## src/sysctl_regs.svh

```systemverilog
// Register offsets, field positions, reset values and timing counts of the system control block
`ifndef SYSCTL_REGS_SVH
`define SYSCTL_REGS_SVH

// Register byte offsets
`define SWCTL_OFS 12'h000
`define DS_LSTS_OFS 12'h004
`define US_LSTS_OFS 12'h008
`define WAKE_CTL_OFS 12'h00C
`define GPIO_ALT_OFS 12'h010
`define GPIO_OUT_OFS 12'h014
`define GPIO_OE_OFS 12'h018
`define GPIO_IN_OFS 12'h01C
`define STRAP_OFS 12'h020
`define EVENT_OFS 12'h024

// Field positions
`define SWCTL_HOLD_BIT 0
`define SWCTL_RUN_BIT 1
`define SWCTL_AUX_BIT 2
`define LSTS_SCLK_BIT 12
`define WAKE_DIR_BIT 0
`define WAKE_OUT_BIT 1
`define WAKE_IN_BIT 2

// Reset values
`define GPIO_ALT_RST 11'h000
`define GPIO_OUT_RST 11'h000
`define GPIO_OE_RST 11'h000

// Switch mode codes
`define MODE_NORMAL 3'h0
`define MODE_EEPROM 3'h1

// Timing: EEPROM bus clock rates and system clock, kHz
`define SYS_CLK_KHZ 100000
`define EE_SLOW_KHZ 100
`define EE_FAST_KHZ 400
`define EE_SLOW_DIV (`SYS_CLK_KHZ / (`EE_SLOW_KHZ * 4))
`define EE_FAST_DIV (`SYS_CLK_KHZ / (`EE_FAST_KHZ * 4))

// Reset procedure length in cycles
`define RST_PROC_CYC 16

// Procedure cycle at which the synchronised straps are captured
`define STRAP_CAP_CYC 2

`endif
```

## src/sysctl_pkg.sv

```systemverilog
// Types shared by the system control block
package sysctl_pkg;

  // Reset sequencer states, Gray coded along the usual path
  typedef enum logic [1:0] {
    ST_PROC = 2'b00,
    ST_RUN = 2'b01,
    ST_HOLD = 2'b11,
    ST_SPARE = 2'b10
  } seq_state_e;

  // Decoded switch operating mode
  typedef enum logic [1:0] {
    OPM_NORMAL = 2'b00,
    OPM_EEPROM = 2'b01,
    OPM_RESERVED = 2'b10
  } op_mode_e;

endpackage

```

## src/rate_divider.sv

```systemverilog
// Programmable divider producing a one-cycle quarter-bit tick
`timescale 1ns/1ps
`include "sysctl_regs.svh"
module rate_divider (
  // Clock and reset
  input wire logic pclk,
  input wire logic presetn,
  // Control
  input wire logic run,
  input wire logic [9:0] limit,
  // Tick out
  output logic tick
);
  // Count register
  logic [9:0] cnt_q;

  // Counts to limit minus one and wraps, emitting a tick
  always_ff @(posedge pclk or negedge presetn) begin
    if (!presetn) begin
      cnt_q <= 10'h000;
      tick <= 1'b0;
    end else if (!run) begin
      cnt_q <= 10'h000;
      tick <= 1'b0;
    end else if (cnt_q >= limit - 10'h001) begin
      cnt_q <= 10'h000;
      tick <= 1'b1;
    end else begin
      cnt_q <= cnt_q + 10'h001;
      tick <= 1'b0;
    end
  end
endmodule

```

## src/switch_reset_strap_config.sv

```systemverilog
// Reset sequencing, strap decode and system pin control of the switch
//
// The register addresses and the APB interface to the registers were chosen for this implementation.
`timescale 1ns/1ps
`include "sysctl_regs.svh"
// Summary of operation
// - Pin 7 alternate drives general event output
// - Pin 9 alternate drives port 3 reset
// - Pin 10 alternate drives port 5 reset
// - Non-alternate pins work as plain GPIO
// - Downstream strap seeds downstream slot clock bits
// - Software write replaces downstream slot clock bit
// - Upstream strap seeds upstream slot clock bit
// - Software write replaces upstream slot clock bit
// - Slow strap gives 100 kHz, else 400
// - Bus speed has no register override
// - Fundamental reset clears all and starts reset
// - Hold input keeps device in reset, buses alive
// - Clearing hold bit releases device to run
// - Mode strap: 0 normal, 1 EEPROM, rest reserved
// - Wake pin direction follows control register bit
// - Aux power unused while disable input active
// - Pins 0 and 1 drive ports 2,4 resets
// - Pins 2 to 4 are expander interrupt inputs
module switch_reset_strap_config
  import sysctl_pkg::*;
(
  // Clock and fundamental reset
  input wire logic pclk,
  input wire logic presetn,
  // APB slave
  input wire logic psel,
  input wire logic penable,
  input wire logic pwrite,
  input wire logic [11:0] paddr,
  input wire logic [31:0] pwdata,
  output logic [31:0] prdata,
  output logic pready,
  output logic pslverr,
  // Strap and system inputs
  input wire logic hold_in_reset,
  input wire logic [2:0] switch_op_mode,
  input wire logic common_clock_downstream,
  input wire logic common_clock_upstream,
  input wire logic eeprom_bus_slow_mode,
  input wire logic aux_power_disable_n,
  // Wake pin, open drain
  input wire logic wake_in_n,
  output logic wake_out_n,
  output logic wake_oe_n,
  // General purpose pins
  input wire logic [10:0] gpio_in,
  output logic [10:0] gpio_out,
  output logic [10:0] gpio_oe_n,
  // Core side
  input wire logic general_event,
  output logic core_reset_n,
  output logic aux_power_en,
  output logic [1:0] op_mode,
  output logic eeprom_init_req,
  output logic eeprom_bit_tick,
  output logic [2:0] expander_irq_n,
  output logic [3:0] ds_slot_clock,
  output logic us_slot_clock
);

  // Whole module state
  typedef struct packed {
    logic [2:0] sync1;
    logic [2:0] sync2;
    logic [10:0] gin1;
    logic [10:0] gin2;
    logic [5:0] strap1; // Strap pins, first sync stage
    logic [5:0] strap2; // Strap pins, second sync stage
    logic ev; // Core event, registered once
    logic [2:0] mode;
    logic cds;
    logic cus;
    logic slow;
    logic strap_done;
    seq_state_e st;
    logic [4:0] cnt;
    logic hold;
    logic [3:0] ds_sclk;
    logic us_sclk;
    logic wake_dir;
    logic wake_drv;
    logic [10:0] alt;
    logic [10:0] gout;
    logic [10:0] goe;
    logic [31:0] rdata;
  } state_s;

  // Current and next state
  state_s s_q;
  state_s s_d;
  // Synchronised levels
  logic hold_s;
  logic apd_s;
  logic wake_s;
  // Divider tick
  logic tick;
  // Bus decode
  logic wr_en;
  logic rd_en;
  logic hit;
  // Reset to ports, shared among port outputs
  logic port_rst_n;
  // Alternate pin functions
  logic gp_event_out_n;
  logic port2_reset_out_n;
  logic port3_reset_out_n;
  logic port4_reset_out_n;
  logic port5_reset_out_n;

  // Synchronised pins, second stage only
  assign hold_s = s_q.sync2[0];
  assign apd_s = s_q.sync2[1];
  assign wake_s = s_q.sync2[2];

  // APB writes in access phase, reads in setup phase, zero wait
  assign wr_en = psel && penable && pwrite;
  assign rd_en = psel && !penable && !pwrite;
  assign pready = 1'b1;
  assign prdata = s_q.rdata;

  // Address decode
  always_comb begin
    case (paddr)
      `SWCTL_OFS, `DS_LSTS_OFS, `US_LSTS_OFS, `WAKE_CTL_OFS, `GPIO_ALT_OFS,
      `GPIO_OUT_OFS, `GPIO_OE_OFS, `GPIO_IN_OFS, `STRAP_OFS, `EVENT_OFS: hit = 1'b1;
      default: hit = 1'b0;
    endcase
  end

  // Error on unmapped access
  assign pslverr = psel && penable && !hit;

  // Bus clock speed from the strap only, no register path
  rate_divider u_div (
    .pclk(pclk),
    .presetn(presetn),
    .run(s_q.strap_done),
    .limit(s_q.slow ? 10'(`EE_SLOW_DIV) : 10'(`EE_FAST_DIV)),
    .tick(tick)
  );
  assign eeprom_bit_tick = tick;

  // Next state logic
  always_comb begin
    s_d = s_q;
    // Two-stage synchronisers
    s_d.sync1 = {wake_in_n, ~aux_power_disable_n, hold_in_reset};
    s_d.sync2 = s_q.sync1;
    s_d.gin1 = gpio_in;
    s_d.gin2 = s_q.gin1;
    // Core event is on this clock, one register only
    s_d.ev = general_event;
    // Strap pins pass two flops like every other pin
    s_d.strap1 = {eeprom_bus_slow_mode, common_clock_upstream, common_clock_downstream, switch_op_mode};
    s_d.strap2 = s_q.strap1;
    // Capture once the sync chain holds the reset-time level, then freeze
    // Board must keep straps steady for a few cycles after release
    if (!s_q.strap_done && s_q.cnt == 5'(`STRAP_CAP_CYC)) begin
      s_d.mode = s_q.strap2[2:0];
      s_d.cds = s_q.strap2[3];
      s_d.cus = s_q.strap2[4];
      s_d.slow = s_q.strap2[5];
      s_d.ds_sclk = {4{s_q.strap2[3]}};
      s_d.us_sclk = s_q.strap2[4];
      s_d.strap_done = 1'b1;
    end
    // Reset procedure sequencer
    case (s_q.st)
      ST_PROC: begin
        // Synchronised hold input decides at the end of the procedure
        if (s_q.cnt == 5'(`RST_PROC_CYC - 1)) begin
          s_d.cnt = 5'h00;
          if (hold_s) begin
            s_d.st = ST_HOLD;
            s_d.hold = 1'b1;
          end else begin
            s_d.st = ST_RUN;
          end
        end else begin
          s_d.cnt = s_q.cnt + 5'h01;
        end
      end
      ST_HOLD: begin
        // Leave when software clears the hold bit
        if (!s_q.hold) begin
          s_d.st = ST_RUN;
        end
      end
      ST_RUN: begin
        // Stays here until the next fundamental reset
        s_d.st = ST_RUN;
      end
      default: begin
        s_d.st = ST_PROC;
      end
    endcase
    // Register writes
    if (wr_en) begin
      case (paddr)
        `SWCTL_OFS: begin
          // Only clearing of the hold bit has effect, and only once held,
          // so entering the held state wins over a clear in the same cycle
          if (!pwdata[`SWCTL_HOLD_BIT] && (s_q.st == ST_HOLD)) begin
            s_d.hold = 1'b0;
          end
        end
        `DS_LSTS_OFS: begin
          s_d.ds_sclk = {4{pwdata[`LSTS_SCLK_BIT]}};
        end
        `US_LSTS_OFS: begin
          s_d.us_sclk = pwdata[`LSTS_SCLK_BIT];
        end
        `WAKE_CTL_OFS: begin
          s_d.wake_dir = pwdata[`WAKE_DIR_BIT];
          s_d.wake_drv = pwdata[`WAKE_OUT_BIT];
        end
        `GPIO_ALT_OFS: begin
          s_d.alt = pwdata[10:0];
        end
        `GPIO_OUT_OFS: begin
          s_d.gout = pwdata[10:0];
        end
        `GPIO_OE_OFS: begin
          s_d.goe = pwdata[10:0];
        end
        default: begin
          s_d.alt = s_d.alt;
        end
      endcase
    end
    // Read data captured in setup phase
    if (rd_en) begin
      s_d.rdata = 32'h0000_0000;
      case (paddr)
        `SWCTL_OFS: begin
          s_d.rdata[`SWCTL_HOLD_BIT] = s_q.hold;
          s_d.rdata[`SWCTL_RUN_BIT] = (s_q.st == ST_RUN);
          s_d.rdata[`SWCTL_AUX_BIT] = !apd_s;
        end
        `DS_LSTS_OFS: s_d.rdata[`LSTS_SCLK_BIT] = s_q.ds_sclk[0];
        `US_LSTS_OFS: s_d.rdata[`LSTS_SCLK_BIT] = s_q.us_sclk;
        `WAKE_CTL_OFS: begin
          s_d.rdata[`WAKE_DIR_BIT] = s_q.wake_dir;
          s_d.rdata[`WAKE_OUT_BIT] = s_q.wake_drv;
          s_d.rdata[`WAKE_IN_BIT] = !wake_s;
        end
        `GPIO_ALT_OFS: s_d.rdata[10:0] = s_q.alt;
        `GPIO_OUT_OFS: s_d.rdata[10:0] = s_q.gout;
        `GPIO_OE_OFS: s_d.rdata[10:0] = s_q.goe;
        `GPIO_IN_OFS: s_d.rdata[10:0] = s_q.gin2;
        `STRAP_OFS: s_d.rdata[5:0] = {s_q.slow, s_q.cus, s_q.cds, s_q.mode};
        `EVENT_OFS: s_d.rdata[0] = s_q.ev;
        default: s_d.rdata = 32'h0000_0000;
      endcase
    end
  end

  // State register; fundamental reset clears everything
  always_ff @(posedge pclk or negedge presetn) begin
    if (!presetn) begin
      s_q <= '0;
    end else begin
      s_q <= s_d;
    end
  end

  // Core held in reset until sequencer runs
  assign core_reset_n = (s_q.st == ST_RUN);
  assign port_rst_n = presetn && (s_q.st == ST_RUN);

  // Downstream port resets and the event output, active low
  assign port2_reset_out_n = port_rst_n;
  assign port3_reset_out_n = port_rst_n;
  assign port4_reset_out_n = port_rst_n;
  assign port5_reset_out_n = port_rst_n;
  assign gp_event_out_n = !s_q.ev;

  // Mode decode
  always_comb begin
    case (s_q.mode)
      `MODE_NORMAL: op_mode = OPM_NORMAL;
      `MODE_EEPROM: op_mode = OPM_EEPROM;
      default: op_mode = OPM_RESERVED;
    endcase
  end
  assign eeprom_init_req = (s_q.mode == `MODE_EEPROM) && s_q.strap_done;

  // Aux power use gated by the disable input
  assign aux_power_en = s_q.strap_done && !apd_s;

  // Wake pin: drive only when direction is output
  // Open drain: only ever pulled low, the board pull-up gives high
  assign wake_out_n = 1'b0;
  assign wake_oe_n = !(s_q.wake_dir && s_q.wake_drv);

  // Slot clock configuration outputs
  assign ds_slot_clock = s_q.ds_sclk;
  assign us_slot_clock = s_q.us_sclk;

  // Expander interrupt inputs on pins 2 to 4, high when unselected
  assign expander_irq_n = s_q.gin2[4:2] | ~s_q.alt[4:2];

  // Pin output mux: alternate functions override GPIO
  always_comb begin
    gpio_out = s_q.gout;
    gpio_oe_n = ~s_q.goe;
    if (s_q.alt[0]) begin
      gpio_out[0] = port2_reset_out_n;
      gpio_oe_n[0] = 1'b0;
    end
    if (s_q.alt[1]) begin
      gpio_out[1] = port4_reset_out_n;
      gpio_oe_n[1] = 1'b0;
    end
    // Interrupt inputs: pin released so the expander can pull it
    if (s_q.alt[2]) begin
      gpio_oe_n[2] = 1'b1;
    end
    if (s_q.alt[3]) begin
      gpio_oe_n[3] = 1'b1;
    end
    if (s_q.alt[4]) begin
      gpio_oe_n[4] = 1'b1;
    end
    if (s_q.alt[7]) begin
      gpio_out[7] = gp_event_out_n;
      gpio_oe_n[7] = 1'b0;
    end
    if (s_q.alt[9]) begin
      gpio_out[9] = port3_reset_out_n;
      gpio_oe_n[9] = 1'b0;
    end
    if (s_q.alt[10]) begin
      gpio_out[10] = port5_reset_out_n;
      gpio_oe_n[10] = 1'b0;
    end
  end
endmodule

```

## config.mk

```make
export PLATFORM = sky130hd
export DESIGN_NAME = switch_reset_strap_config
export DESIGN_NICKNAME = d
export VERILOG_FILES = /design/src/sysctl_pkg.sv /design/src/rate_divider.sv /design/src/switch_reset_strap_config.sv
export VERILOG_INCLUDE_DIRS = /design/src /design/src/src
export SDC_FILE = /design/constraint.sdc
export NUM_CORES = 1
export LEC_CHECK = 0
export ABC_CLOCK_PERIOD_IN_PS = 2600
export BUFFER_PORTS_ARGS = -buffer_cell sky130_fd_sc_hd__buf_2
export CAP_MARGIN = 15
export CORE_MARGIN = 4
export CORE_UTILIZATION = 35
export CTS_BUF_LIST = sky130_fd_sc_hd__clkbuf_8
export CTS_CLUSTER_DIAMETER = 100
export CTS_CLUSTER_SIZE = 16
export DETAILED_ROUTE_END_ITERATION = 16
export GPL_TIMING_DRIVEN = 0
export PLACE_DENSITY = 0.54
export SYNTH_ARGS = -nofsm -noshare
export SYNTH_HDL_FRONTEND = slang
export SYNTH_SLANG_ARGS = --single-unit
```

## constraint.sdc

```tcl
create_clock -name pclk -period 2.6 [get_ports pclk]
set_clock_uncertainty 0.2 [all_clocks]
set_input_delay 0.26 -clock pclk [delete_from_list [all_inputs] [get_ports pclk]]
set_output_delay 0.26 -clock pclk [all_outputs]
set_load 0.02 [all_outputs]
```

After elaboration in Yosys (flattened, before gate mapping)

Cells that the tools add are included.

Bitwise logic cells: 4
Multipliers: 0
Shift-type cells: 0
Reductions and logical operators: 29
Eq/ne operators: 16
Div/mod/pow operators: 0
Mux-type cells: 43
$add $sub $neg: 3
Magnitude comparators: 1

Operators with widths:

| cell                                                                | count |
|---|---|
| 12-bit by 5-bit == test with 1-bit output (second input constant)   | 4 |
| 41-bit 2-to-1 mux                                                   | 1 |
| 11-bit 2-to-1 mux                                                   | 3 |
| 12-bit by 4-bit == test with 1-bit output (second input constant)   | 2 |
| 12-bit by 6-bit == test with 1-bit output (second input constant)   | 2 |
| 1-bit 2-to-1 mux                                                    | 22 |
| 10-bit 2-to-1 mux                                                   | 2 |
| 5-bit case mux with 4 select lines                                  | 1 |
| 3-bit case mux with 5 select lines                                  | 1 |
| 2-bit case mux with 7 select lines                                  | 1 |
| 12-bit by 3-bit == test with 1-bit output (second input constant)   | 1 |
| 12-bit zero test                                                    | 1 |
| 1-bit logical AND                                                   | 11 |
| 11-bit inverter                                                     | 1 |
| 10-bit by 1-bit adder with 10-bit output (second input constant)    | 1 |
| 10-bit >= comparator                                                | 1 |
| 5-bit 2-to-1 mux                                                    | 2 |
| 2-bit AND reduction                                                 | 5 |
| 10-bit OR reduction                                                 | 1 |
| 1-bit zero test                                                     | 9 |
| 8-bit by 1-bit subtractor with 9-bit output (second input constant) | 1 |
| 2-bit 2-to-1 mux                                                    | 4 |
| 8-bit 2-to-1 mux                                                    | 1 |
| 1-bit case mux with 8 select lines                                  | 1 |
| 16 further kinds                                                    | 17 |

Memories: 0
Bits in read-only memories: 0
Bits in latches: 0
Memory bits (writable): 0
Word-level logic and storage cells: 121
Input bits: 70
Output and inout bits: 72
Register bits after elaboration: 119

Longest topological paths before layout

Gate-level depths: netlist of run 1.

Word-level depth: 6
Depth in mapped cells: 8
Depth with buffers taken out: 7

Modules after synthesis

A second synthesis of run 1 with hierarchy kept.

Cell total of the unflattened synthesis: 482
Area total of the unflattened synthesis: 5,755.5 um2

By module, submodules not included:

| module                    | cells an instance | area an instance (um2) | sequential area each (um2) | instances |
|---|---|---|---|---|
| switch_reset_strap_config | 391               | 4,853.4                | 2,702.6                    | 1 |
| rate_divider              | 91                | 902.1                  | 275.3                      | 1 |

Least setup slack after synthesis of run 1

OpenSTA, ideal clock, no wires.

Path type: flip-flop to flip-flop
Start: register s_q[81] (netlist bit)
End: register u_div.cnt_q[2]
Setup slack: 685 ps
Clock period less this slack: 1,915 ps
Library setup time: 77 ps
Data required time: 2,323 ps
Buffers on the path: 0
Arrival time: 1,638 ps
Cell stages (with the launch flop): 6
Path through: dfrtp_1 inv_1 ha_1 a2111oi_0 o311ai_1 nor2_1

Word-level cells in the longest chain between the ends: 5

Ends and longest elaborated chain:

| element                                     | RTL line                         | text |
|---|---|---|
| start, declared                             | switch_reset_strap_config.sv:95  | `state_s s_q;` |
| start signal, assigned                      | switch_reset_strap_config.sv:267 | `s_q <= '0;` |
| start signal, assigned                      | switch_reset_strap_config.sv:269 | `s_q <= s_d;` |
| 8-bit 2-to-1 mux                            | switch_reset_strap_config.sv:144 | `` .limit(s_q.slow ? 10'(`EE_SLOW_DIV) : 10'(`EE_FAST_DIV)), `` |
| 8-bit by 1-bit subtractor with 9-bit output | rate_divider.sv:25               | `end else if (cnt_q >= limit - 10'h001) begin` |
| 10-bit >= comparator                        | rate_divider.sv:25               |  |
| 10-bit 2-to-1 mux                           | rate_divider.sv:25               |  |
| 10-bit 2-to-1 mux                           | rate_divider.sv:22               | `end else if (!run) begin` |
| end signal, assigned                        | rate_divider.sv:29               | `cnt_q <= cnt_q + 10'h001;` |
| end, declared                               | rate_divider.sv:15               | `logic [9:0] cnt_q;` |

Every way passes these cells.
A chain may end at the register's enable or synchronous reset.

Worst setup path after layout of run 1

Ends and elaborated chain as after synthesis.

==> results.py, run 1 <==
metrics = {
    "synthesis": {
        "synth_most_common_cell": "sky130_fd_sc_hd__dfrtp_1",
        "async_flop_share_pct": 100,
        "yosysWarningCount": 0,
        "ys_seq_area_share_pct": 56.1,
        "yosysTopAreaCell": "sky130_fd_sc_hd__dfrtp_1",
        "postSynthAreaPerCell_um2": 11.6,
        "synth_seq_cells": 119,
        "synth_largest_type_area_fraction_pct": 56.1,
        "post_synthesis_instance_area_um2": 5310,
        "ys.flop_type": "sky130_fd_sc_hd__dfrtp_1",
        "netlist-cell-type-count": 55,
        "synth_edf_count": 0,
        "netlist_instances": 458,
        "synth.cells.most_frequent": "sky130_fd_sc_hd__dfrtp_1, sky130_fd_sc_hd__buf_4, sky130_fd_sc_hd__nand2_1, sky130_fd_sc_hd__nor2_1, sky130_fd_sc_hd__mux2_2",
        "yosys-top-cells-area": "sky130_fd_sc_hd__dfrtp_1, sky130_fd_sc_hd__mux2_2, sky130_fd_sc_hd__buf_4",
    },
    "pwr": {
        "leakage_power_figure_uw": 0.00347,
        "switching_share_pct": 21.9,
        "share_seq_of_total_power_pct": 46.7,
        "power_switching_uw": 904,
        "pwr_density_cell_nw_per_um2": 583,
        "irDropWorstVdd_uv": 394,
        "power.internal_uw": 3220,
        "share_clk_of_total_power_pct": 45.0,
        "power.combinational.fraction_pct": 8.3,
    },
    "timing": {
        "grt_setup_unrepaired": "no",
        "final_period_minus_worst_setup_slack_ns": 2.36,
        "timing.fmax_ghz": 0.424,
        "timing.final.max_slew_violations": 0,
        "timing_worst_slew_pin_value_ns": 1.02,
        "holdWs_ns": -0.0697,
        "finalHoldViolations": 87,
        "timing.final.crit_share_pct": 90.7,
        "normalized_max_slew_margin_pct": 30.8,
        "setup_viol": 0,
    },
    "clocking": {
        "clock_insertion_delay_worst_skew_ns": 0.42,
        "clock-sinks": 119,
        "post_cts_hold_buffer_count": 44,
        "root_buffer": "sky130_fd_sc_hd__clkbuf_8",
        "cts_buffer_depth": 2,
        "htree_levels": 4,
        "tritoncts.num_buffers": 17,
        "cts_tree": "done",
        "cts.reportedPaths.clkPinSlew_ns": 0.07,
    },
    "die": {
        "core_region_area_um2": 14700,
        "fp.dieW_um": 131,
        "die_h_um": 131,
        "floorplan.initialDensity_pct": 36.1,
        "ioPinCount": 142,
        "std_cell_rows": 44,
        "die_area_um2": 17200,
    },
    "route": {
        "drt_pre_antenna_iters": 4,
        "routed_wl_um": 12700,
        "avgRoutedWirePerCell_um": 15.1,
        "detailedRoute.firstIterationViolations": 149,
        "detail_route.wirelength.met1_um": 5810,
        "met2_length_um": 5900,
        "routed_via_density": 4.58,
        "final_antenna_net_count": 0,
        "vias": 3835,
        "remaining_routing_drc_violations": 0,
        "met3_length_um": 792,
        "routed.top_layer": "met5",
    },
    "global_route": {
        "grt_use_total_pct": 15.3,
        "grt_first_pass_wirelength_um": 21000,
        "grt_antenna_before_repair": 2,
        "maximum_number_of_pins_on_one_net_before_global_route_repair": 89,
        "vias_in_the_first_global_route": 4057,
        "globalRouteOverflowTotal": 0,
    },
    "placed_design": {
        "io_buffers": 97,
        "dp.final_hpwl_um": 9160,
        "routabilityCongestion": 0.842,
        "place_inst": 761,
    },
    "job": {
        "maxCapViolations": 0,
    },
    "setup_path": {
        "critical_path_peak_fanout": 9,
        "slowest_delay_ns": 0.55,
        "path_cells": "inv_1 > ha_1 > a2111oi_0 > o311ai_1 > nor2_1",
        "critical-path-slowest-cell": "sky130_fd_sc_hd__a2111oi_0",
        "worst_setup_path_end_kind": "register",
        "criticalPathCategory": "reg -> reg",
        "startpoint_type": "register",
        "cp_data_required_time_ns": 2.74,
        "crit_arrival_ns": 2.50,
    },
    "layout": {
        "synthToLayoutAreaGrowth_pct": 33.3,
        "final_cells": 837,
        "finish.net_count": 718,
        "post_route_cells_drive_above_1_share_pct": 36.3,
    },
    "run_status": {
        "failed_checks": "negative hold slack",
        "outcome": "complete, but fails checks",
    },
    "hold_path": {
        "worstHoldPathType": "in -> async",
    },
}
[stage by stage]
step                util [%]  cell area [um2]  worst slack [ns]  setup TNS [ns]  power (uW)
global route            48.1             7080            0.0753               0        4300
CTS                     48.1             7070             0.251               0        4180
floorplan                  -             5390             0.685               0        2110
global placement        41.5             6100            -0.997          -53.94        2230
finish                  48.1             7080             0.242               0        4120
detailed placement      41.7             6140             0.209               0        2240
[what timing repair did]
| action | 4_1_cts | 5_1_grt |
|---|---|---|
| setup buffers | 0 | 0 |
| gates resized for setup | 0 | 0 |
| endpoints found under the hold margin | 183 | 87 |
| endpoints found under the setup margin | 0 | 0 |
[critical path: cells and delay by family, from the launching register on]
kind,cells,cell delay (ns)
AOI/OAI and AO/OA,2,1.00
adders and majority gates,1,0.32
DFF,1,0.45
buffers and inverters,1,0.12
and+or+nand+nor,1,0.20
[flip-flops by register name, summed over array words and instances, names as in the netlist]
signal,cells
apd_s,1
ds_slot_clock,4
gpio_out,6
hold_s,1
prdata,12
s_d,20
s_q,63
u_div.cnt_q,10
u_div.tick,1
us_slot_clock,1
[power by group through the flow]
stage	registers (uW)	logic, uW	clock network (uW)
final	1920	343	1860
after global routing	1930	378	1990
after CTS	1920	345	1910
after detailed placement	1960	283	0
after global placement	1960	272	0
after floorplan	1950	157	0
[cells by family after synthesis]
group           Yosys count  synth area share, %
mux                      51                 12.2
buf+inv                  81                 9.03
xor+xnor                  8                 1.32
other cells               2                0.141
compound gates           58                 7.14
simple gates            131                 12.2
fa+ha+maj                 8                 1.89
flops                   119                 56.1
[cells in the final DEF, fill, tap and decap left out, types with 3 or more instances in the layout]
master                          instances
sky130_fd_sc_hd__nor2b_1                4
sky130_fd_sc_hd__nand2_1               45
sky130_fd_sc_hd__o31ai_1                3
sky130_fd_sc_hd__and2_1                 4
sky130_fd_sc_hd__xnor2_1                4
sky130_fd_sc_hd__bufinv_16              4
sky130_fd_sc_hd__mux4_2                 6
sky130_fd_sc_hd__o22ai_1                3
sky130_fd_sc_hd__xor2_1                 4
sky130_fd_sc_hd__a41oi_1                3
sky130_fd_sc_hd__clkbuf_1               7
sky130_fd_sc_hd__buf_12                 5
sky130_fd_sc_hd__a22oi_1                7
sky130_fd_sc_hd__mux2_2                37
sky130_fd_sc_hd__a21oi_1               10
sky130_fd_sc_hd__clkbuf_8              22
sky130_fd_sc_hd__mux2_1                 3
sky130_fd_sc_hd__buf_2                101
sky130_fd_sc_hd__inv_1                 24
sky130_fd_sc_hd__a31oi_1                3
sky130_fd_sc_hd__ha_1                   8
sky130_fd_sc_hd__nand2b_1               9
sky130_fd_sc_hd__nor2_1                41
sky130_fd_sc_hd__conb_1                23
sky130_fd_sc_hd__dfrtp_1              119
sky130_fd_sc_hd__buf_4                 45
sky130_fd_sc_hd__o21ai_0               16
sky130_fd_sc_hd__dlygate4sd3_1         39
sky130_fd_sc_hd__mux2i_1                3
sky130_fd_sc_hd__nand3_1                6
sky130_fd_sc_hd__clkinv_2               5
[per-layer routing]
metal  GRT usage [%]  vias to the layer above
li1                -                     1871
met1            20.0                     1829
met2            24.1                      118
met3            5.58                       15
met4            4.38                        2
met5               0                        -
[cell type report]
cell class                 instances  area, um2
fill                            1390       7620
sequential                       119       2980
multi-input combinational        279       1930
timing repair buffer             142       1010
buffer                            57        389
clock buffer                      22        303
tap                              184        230
clock inverter                     9        145
inverter                          24       90.1
antenna                            1       2.50
[final timing paths]
check | start | depth (start not counted) | slack, ns | endpoint
setup / recovery | s_q[81] | 5 | 0.24 | u_div.cnt_q[2]
hold / removal | presetn | 5 | -0.07 | s_d[104]
setup reg to reg | s_q[81] | 5 | 0.24 | u_div.cnt_q[2]
hold reg to reg | s_d[110] | 0 | 0.15 | s_q[110]
max in group asynchronous | presetn | 7 | 1.50 | gpio_out[8]
min in group pclk | penable | 4 | 0.06 | prdata[5]
Power figures use the tool's default switching activity.
==> run 2, diff against run 1 <==
Settings changed: CTS_BUF_LIST sky130_fd_sc_hd__clkbuf_8 to not set.
==> run 2 against run 1 <==
The run still ends with negative hold slack left. Clock power increased by 34%. Die area stayed put. First-iteration DRC count up 8.1%. Register-to-register slack is essentially flat. Sequential power about the same. Cell area increased by 1.9%. Final cell count fell by 0.60%. Critical path type unchanged.
==> results.py, run 2 (synthesized netlist as in run 1, its figures left out) <==
metrics = {
    "layout": {
        "largest_reg_flops": 63,
        "mostFrequentLayoutCell": "sky130_fd_sc_hd__dfrtp_1",
        "multi_input_comb_area_um2": 1930,
        "register_area_um2": 2980,
        "post_route_cells_drive_above_1_share_pct": 36.5,
        "synthToLayoutAreaGrowth_pct": 35.8,
        "finish.net_count": 713,
        "filler_cell_count": 1373,
        "layout_common_cells": "sky130_fd_sc_hd__dfrtp_1, sky130_fd_sc_hd__buf_2, sky130_fd_sc_hd__nand2_1, sky130_fd_sc_hd__buf_4, sky130_fd_sc_hd__nor2_1",
        "largest-register": "s_q",
        "final_cells": 832,
    },
    "setup_path": {
        "critical-path-slowest-cell": "sky130_fd_sc_hd__a2111oi_0",
        "startpoint_type": "register",
        "critical_path_peak_fanout": 9,
        "path_cells": "inv_1 > ha_1 > a2111oi_0 > o311ai_1 > nor2_1",
        "slowest_delay_ns": 0.55,
        "worst_setup_path_end_kind": "register",
        "crit_arrival_ns": 2.48,
        "cp_data_required_time_ns": 2.73,
        "criticalPathCategory": "reg -> reg",
    },
    "pwr": {
        "finalPower_uw": 4760,
        "share_clk_of_total_power_pct": 52.5,
        "irDropWorstVdd_uv": 504,
        "power.combinational.fraction_pct": 7.0,
        "power_switching_uw": 987,
        "share_seq_of_total_power_pct": 40.5,
        "pwr_density_cell_nw_per_um2": 660,
        "power.internal_uw": 3770,
        "leakage_power_figure_uw": 0.00353,
        "switching_share_pct": 20.7,
    },
    "die": {
        "die_area_um2": 17200,
        "std_cell_rows": 44,
        "die_h_um": 131,
        "fp.dieW_um": 131,
        "floorplan.initialDensity_pct": 36.1,
        "ioPinCount": 142,
        "core_region_area_um2": 14700,
    },
    "timing": {
        "normalized_max_slew_margin_pct": 30.6,
        "finalHoldViolations": 87,
        "holdWs_ns": -0.153,
        "timing.fmax_ghz": 0.426,
        "setup_viol": 0,
        "timing.final.max_slew_violations": 0,
        "timing_worst_slew_pin_value_ns": 1.02,
        "final_period_minus_worst_setup_slack_ns": 2.35,
        "timing.final.crit_share_pct": 90.3,
        "grt_setup_unrepaired": "no",
    },
    "clocking": {
        "cts_tree": "done",
        "clock-sinks": 119,
        "root_buffer": "sky130_fd_sc_hd__clkbuf_16",
        "cts_buffer_depth": 2,
        "tritoncts.num_buffers": 17,
        "htree_levels": 4,
        "post_cts.repair.setup_buffers": 0,
        "post_cts_hold_buffer_count": 39,
        "cts.reportedPaths.clkPinSlew_ns": 0.05,
        "clock_insertion_delay_worst_skew_ns": 0.42,
    },
    "route": {
        "routed_wl_um": 12600,
        "drt_pre_antenna_iters": 5,
        "avgRoutedWirePerCell_um": 15.2,
        "routed_via_density": 4.58,
        "vias": 3807,
        "remaining_routing_drc_violations": 0,
        "final_antenna_net_count": 0,
        "detailedRoute.firstIterationViolations": 161,
    },
    "global_route": {
        "vias_in_the_first_global_route": 3993,
        "grt_antenna_before_repair": 2,
        "grt_use_total_pct": 15.2,
        "globalRouteOverflowTotal": 0,
        "grt_first_pass_wirelength_um": 20800,
        "maximum_number_of_pins_on_one_net_before_global_route_repair": 89,
    },
    "hold_path": {
        "worstHoldPathType": "in -> async",
    },
    "placed_design": {
        "io_buffers": 97,
        "place_inst": 761,
        "dp.final_hpwl_um": 9160,
        "routabilityCongestion": 0.842,
    },
    "run_status": {
        "failed_checks": "negative hold slack",
        "outcome": "complete, but fails checks",
    },
    "job": {
        "maxCapViolations": 0,
    },
}
==> run 2: cell types whose count changed in the layout (fill, tap and decap cells not counted) <==
cell / delta
sky130_fd_sc_hd__clkbuf_16: +17
sky130_fd_sc_hd__clkbuf_8: -17
sky130_fd_sc_hd__dlygate4sd3_1: -4
sky130_fd_sc_hd__buf_12: -1
==> run 2: layout make-up <==
cell class / count / area share (%)
Multi-Input combinational cell: 279 / 26.8
Timing Repair Buffer: 137 / 13.2
Antenna cell: 1 / 0.0347
Inverter: 24 / 1.25
Clock inverter: 9 / 2.01
Clock buffer: 22 / 6.86
Sequential cell: 119 / 41.3
Tap cell: 184 / 3.19
Buffer: 57 / 5.40
==> run 2: critical path: cells and delay by family, from the launching register on <==
kind	cells	cell delay, ns
AOI/OAI and AO/OA	2	1.00
adders and majority gates	1	0.32
and+or+nand+nor	1	0.20
DFF	1	0.45
buffers and inverters	1	0.12
==> run 2: path summary, 6_finish.rpt <==
kind / start / endpoint / slack [ns] / depth (start not counted)
max in group asynchronous: presetn / prdata[0] / 1.59 / 6
min in group pclk: paddr[1] / s_q[65] / 0.05 / 3
min reg2reg: s_d[110] / s_q[110] / 0.15 / 0
max reg2reg: s_q[81] / u_div.cnt_q[3] / 0.25 / 5
min: presetn / s_q[41] / -0.15 / 4
max: s_q[81] / u_div.cnt_q[3] / 0.25 / 5
==> run 2: power groups by stage <==
stage	Combinational, uW	Sequential, uW	Clock [uW]
2_1_floorplan	157	1950	0
3_3_place_gp	272	1960	0
4_1_cts	338	1930	2550
6_report	335	1930	2500
3_5_place_dp	283	1960	0
5_1_grt	370	1930	2630
==> run 2: per-stage QoR <==
| stage | util, % | TNS, ns | instance area (um2) | worst slack [ns] |
|---|---|---|---|---|
| after floorplan | - | 0 | 5390 | 0.685 |
| after global placement | 41.5 | -53.94 | 6100 | -0.997 |
| after detailed placement | 41.7 | 0 | 6140 | 0.209 |
| after CTS | 49.0 | 0 | 7210 | 0.242 |
| after global routing | 49.0 | 0 | 7210 | 0.0745 |
| final | 49.0 | 0 | 7210 | 0.251 |
==> run 2: routing by layer <==
metal  global-route usage [%]  up-vias  share of wire [%]
met5                        0        -              0.056
met3                     4.97       15                6.3
met1                     20.1     1807                 46
met4                     4.84        2                1.2
li1                         -     1861                  -
met2                     23.8      122                 46
==> run 2: what timing repair did <==
| action | CTS | global route |
|---|---|---|
| resized for setup | 0 | 0 |
| endpoints found under the hold margin | 182 | 87 |
| setup endpoints to repair | 0 | 0 |
==> run 3, diff against run 2 <==
==> constraint.sdc (replaced) <==
create_clock -name pclk -period 2.6 [get_ports pclk]
set_clock_uncertainty 0.2 [all_clocks]
set_input_delay 0.13 -clock pclk [delete_from_list [all_inputs] [get_ports pclk]]
set_output_delay 0.13 -clock pclk [all_outputs]
set_load 0.02 [all_outputs]
==> run 3 against run 2 <==
The run now ends clean. Maximum frequency fell by 8.5%. Cell area barely moved. Via count fell by 0.24%.
==> results.py, run 3 (synthesized netlist as in run 1, its figures left out) <==
metrics = {
    "pwr": {
        "finalPower_uw": 4750,
        "power.internal_uw": 3770,
        "share_clk_of_total_power_pct": 52.5,
        "power_switching_uw": 983,
        "irDropWorstVdd_uv": 503,
        "power.combinational.fraction_pct": 7.0,
        "switching_share_pct": 20.7,
        "share_seq_of_total_power_pct": 40.6,
        "pwr_density_cell_nw_per_um2": 659,
        "leakage_power_figure_uw": 0.00353,
    },
    "layout": {
        "mostFrequentLayoutCell": "sky130_fd_sc_hd__dfrtp_1",
        "register_area_um2": 2980,
        "filler_cell_count": 1371,
        "largest-register": "s_q",
        "synthToLayoutAreaGrowth_pct": 35.9,
        "final_cell_area_um2": 7210,
        "post_route_cells_drive_above_1_share_pct": 36.4,
        "multi_input_comb_area_um2": 1940,
        "layout_common_cells": "sky130_fd_sc_hd__dfrtp_1, sky130_fd_sc_hd__buf_2, sky130_fd_sc_hd__nand2_1, sky130_fd_sc_hd__buf_4, sky130_fd_sc_hd__dlygate4sd3_1",
        "finish.net_count": 715,
        "antenna_cells": 0,
        "largest_reg_flops": 63,
    },
    "timing": {
        "timing.final.crit_share_pct": 98.8,
        "timing_worst_slew_pin_value_ns": 1.02,
        "final_worst_slack_ns": 0.0322,
        "final_period_minus_worst_setup_slack_ns": 2.57,
        "finalHoldViolations": 0,
        "normalized_max_slew_margin_pct": 30.7,
        "grt_setup_unrepaired": "no",
        "setup_viol": 0,
        "timing.final.max_slew_violations": 0,
        "timing.fmax_ghz": 0.389,
    },
    "setup_path": {
        "regToRegStartpoint": "s_q[81]",
        "cp_data_required_time_ns": 2.68,
        "worst_setup_path_end_kind": "register",
        "critical-path-top-cell-by-count": "sky130_fd_sc_hd__dlygate4sd3_1",
        "startpoint_type": "input port",
        "critical-path-slowest-cell": "sky130_fd_sc_hd__dlygate4sd3_1",
        "path_cells": "dlygate4sd3_1 > buf_2 > and3_1 > nand4_4 > or4_4 > dlygate4sd3_1 > mux2_4",
        "reg2reg_depth": 5,
        "slowest_delay_ns": 0.62,
        "worst_path_dominant_cell_family": "buffers and inverters",
        "crit_arrival_ns": 2.65,
        "criticalPathCategory": "in -> reg",
        "rrSetupSlack_ns": 0.25,
        "r2r-end": "u_div.cnt_q[3]",
        "critical_path_peak_fanout": 5,
        "critical_path.n_buffers_inverters": 3,
    },
    "placed_design": {
        "io_buffers": 97,
        "dp.final_hpwl_um": 9160,
        "detailed_place.area_um2": 6140,
        "post-place-ws_ns": 0.290,
        "routabilityCongestion": 0.842,
    },
    "run_status": {
        "outcome": "finished clean",
    },
    "clocking": {
        "cts_tree": "done",
        "clock_insertion_delay_worst_skew_ns": 0.41,
        "clock-sinks": 119,
        "tritoncts.num_buffers": 17,
        "cts.reportedPaths.clkPinSlew_ns": 0.05,
        "post_cts.repair.setup_buffers": 0,
        "cts_buffer_depth": 2,
        "root_buffer": "sky130_fd_sc_hd__clkbuf_16",
        "htree_levels": 4,
    },
    "die": {
        "die_area_um2": 17200,
        "floorplan.initialDensity_pct": 36.1,
        "die_h_um": 131,
        "ioPinCount": 142,
        "core_region_area_um2": 14700,
        "std_cell_rows": 44,
        "fp.dieW_um": 131,
    },
    "route": {
        "drt_pre_antenna_iters": 4,
        "remaining_routing_drc_violations": 0,
        "routed_wl_um": 12500,
        "avgRoutedWirePerCell_um": 15.0,
        "vias": 3798,
        "detailedRoute.firstIterationViolations": 180,
        "final_antenna_net_count": 0,
        "routed_via_density": 4.56,
    },
    "global_route": {
        "vias_in_the_first_global_route": 4032,
        "grt_antenna_before_repair": 1,
        "maximum_number_of_pins_on_one_net_before_global_route_repair": 89,
        "grt_first_pass_wirelength_um": 20800,
        "grt_use_total_pct": 15.2,
        "globalRouteOverflowTotal": 0,
    },
    "hold_path": {
        "hp-start": "paddr[10]",
        "hold_end": "s_q[72]",
        "worstHoldPathType": "in -> reg",
        "hold_depth": 5,
    },
    "job": {
        "maxCapViolations": 0,
    },
}
run 3: cell count changes in the layout (fill, tap and decap cells not counted), sizes merged:
| cell | previous run | this run |
|---|---|---|
| diode | 1 | 0 |
| dlygate4sd3 | 35 | 40 |
| buf | 152 | 149 |
run 3: per-layer routing:
metal  wire [um]  global-route usage, %
met5           7                      0
met4         164                   5.08
met3         752                   5.01
met2        5850                   23.8
met1        5730                   19.9
run 3: what timing repair did:
| action | in CTS | in global routing |
|---|---|---|
| hold buffers | 41 | 0 |
| gates resized for setup | 0 | 5 |
| endpoints found under the setup margin | 0 | 3 |
| hold endpoints to repair | 187 | 0 |
run 3: worst register-to-register path, delay by kind of cell (launching register included):
family	cells	cell delay (ns)
AO/OA/AOI/OAI	2	1.00
flip-flops	1	0.45
adder cells (fa/ha/maj)	1	0.32
AND/OR/NAND/NOR	1	0.20
buffers and inverters	1	0.12
run 3: area by class of cell:
type | instances | area share (%)
Tap cell | 184 | 3.19
Sequential cell | 119 | 41.3
Clock buffer | 22 | 6.85
Timing Repair Buffer | 139 | 13.0
Inverter | 24 | 1.25
Clock inverter | 9 | 2.01
Multi-Input combinational cell | 279 | 26.9
Buffer | 57 | 5.41
run 3: through the flow:
stage,setup TNS (ns),hold WS (ns),cells,util [%]
2_1_floorplan,0,-0.366,479,-
3_3_place_gp,-37.43,0.0382,760,41.5
3_5_place_dp,0,-0.161,761,41.7
4_1_cts,0,0.0181,833,49.0
5_1_grt,0,0.0539,833,49.1
6_report,0,0.0120,833,49.1
run 3: worst max-delay path by stage:
stage,startpoint,endpoint,slack (ns),cells after the start
after global placement,presetn,gpio_out[1],-0.74,4
after CTS,penable,s_q[66],0.03,7
after detailed placement,s_q[81],u_div.cnt_q[3],0.29,5
after global routing,penable,s_q[66],0.004,7
final,penable,s_q[66],0.03,7
after floorplan,s_q[81],u_div.cnt_q[2],0.69,5
run 3: power groups by stage:
stage / registers [uW] / clock network, uW / logic [uW]
detailed placement: 1960 / 0 / 283
floorplan: 1950 / 0 / 157
finish: 1930 / 2490 / 331
CTS: 1930 / 2550 / 332
global route: 1930 / 2630 / 367
global placement: 1960 / 0 / 272
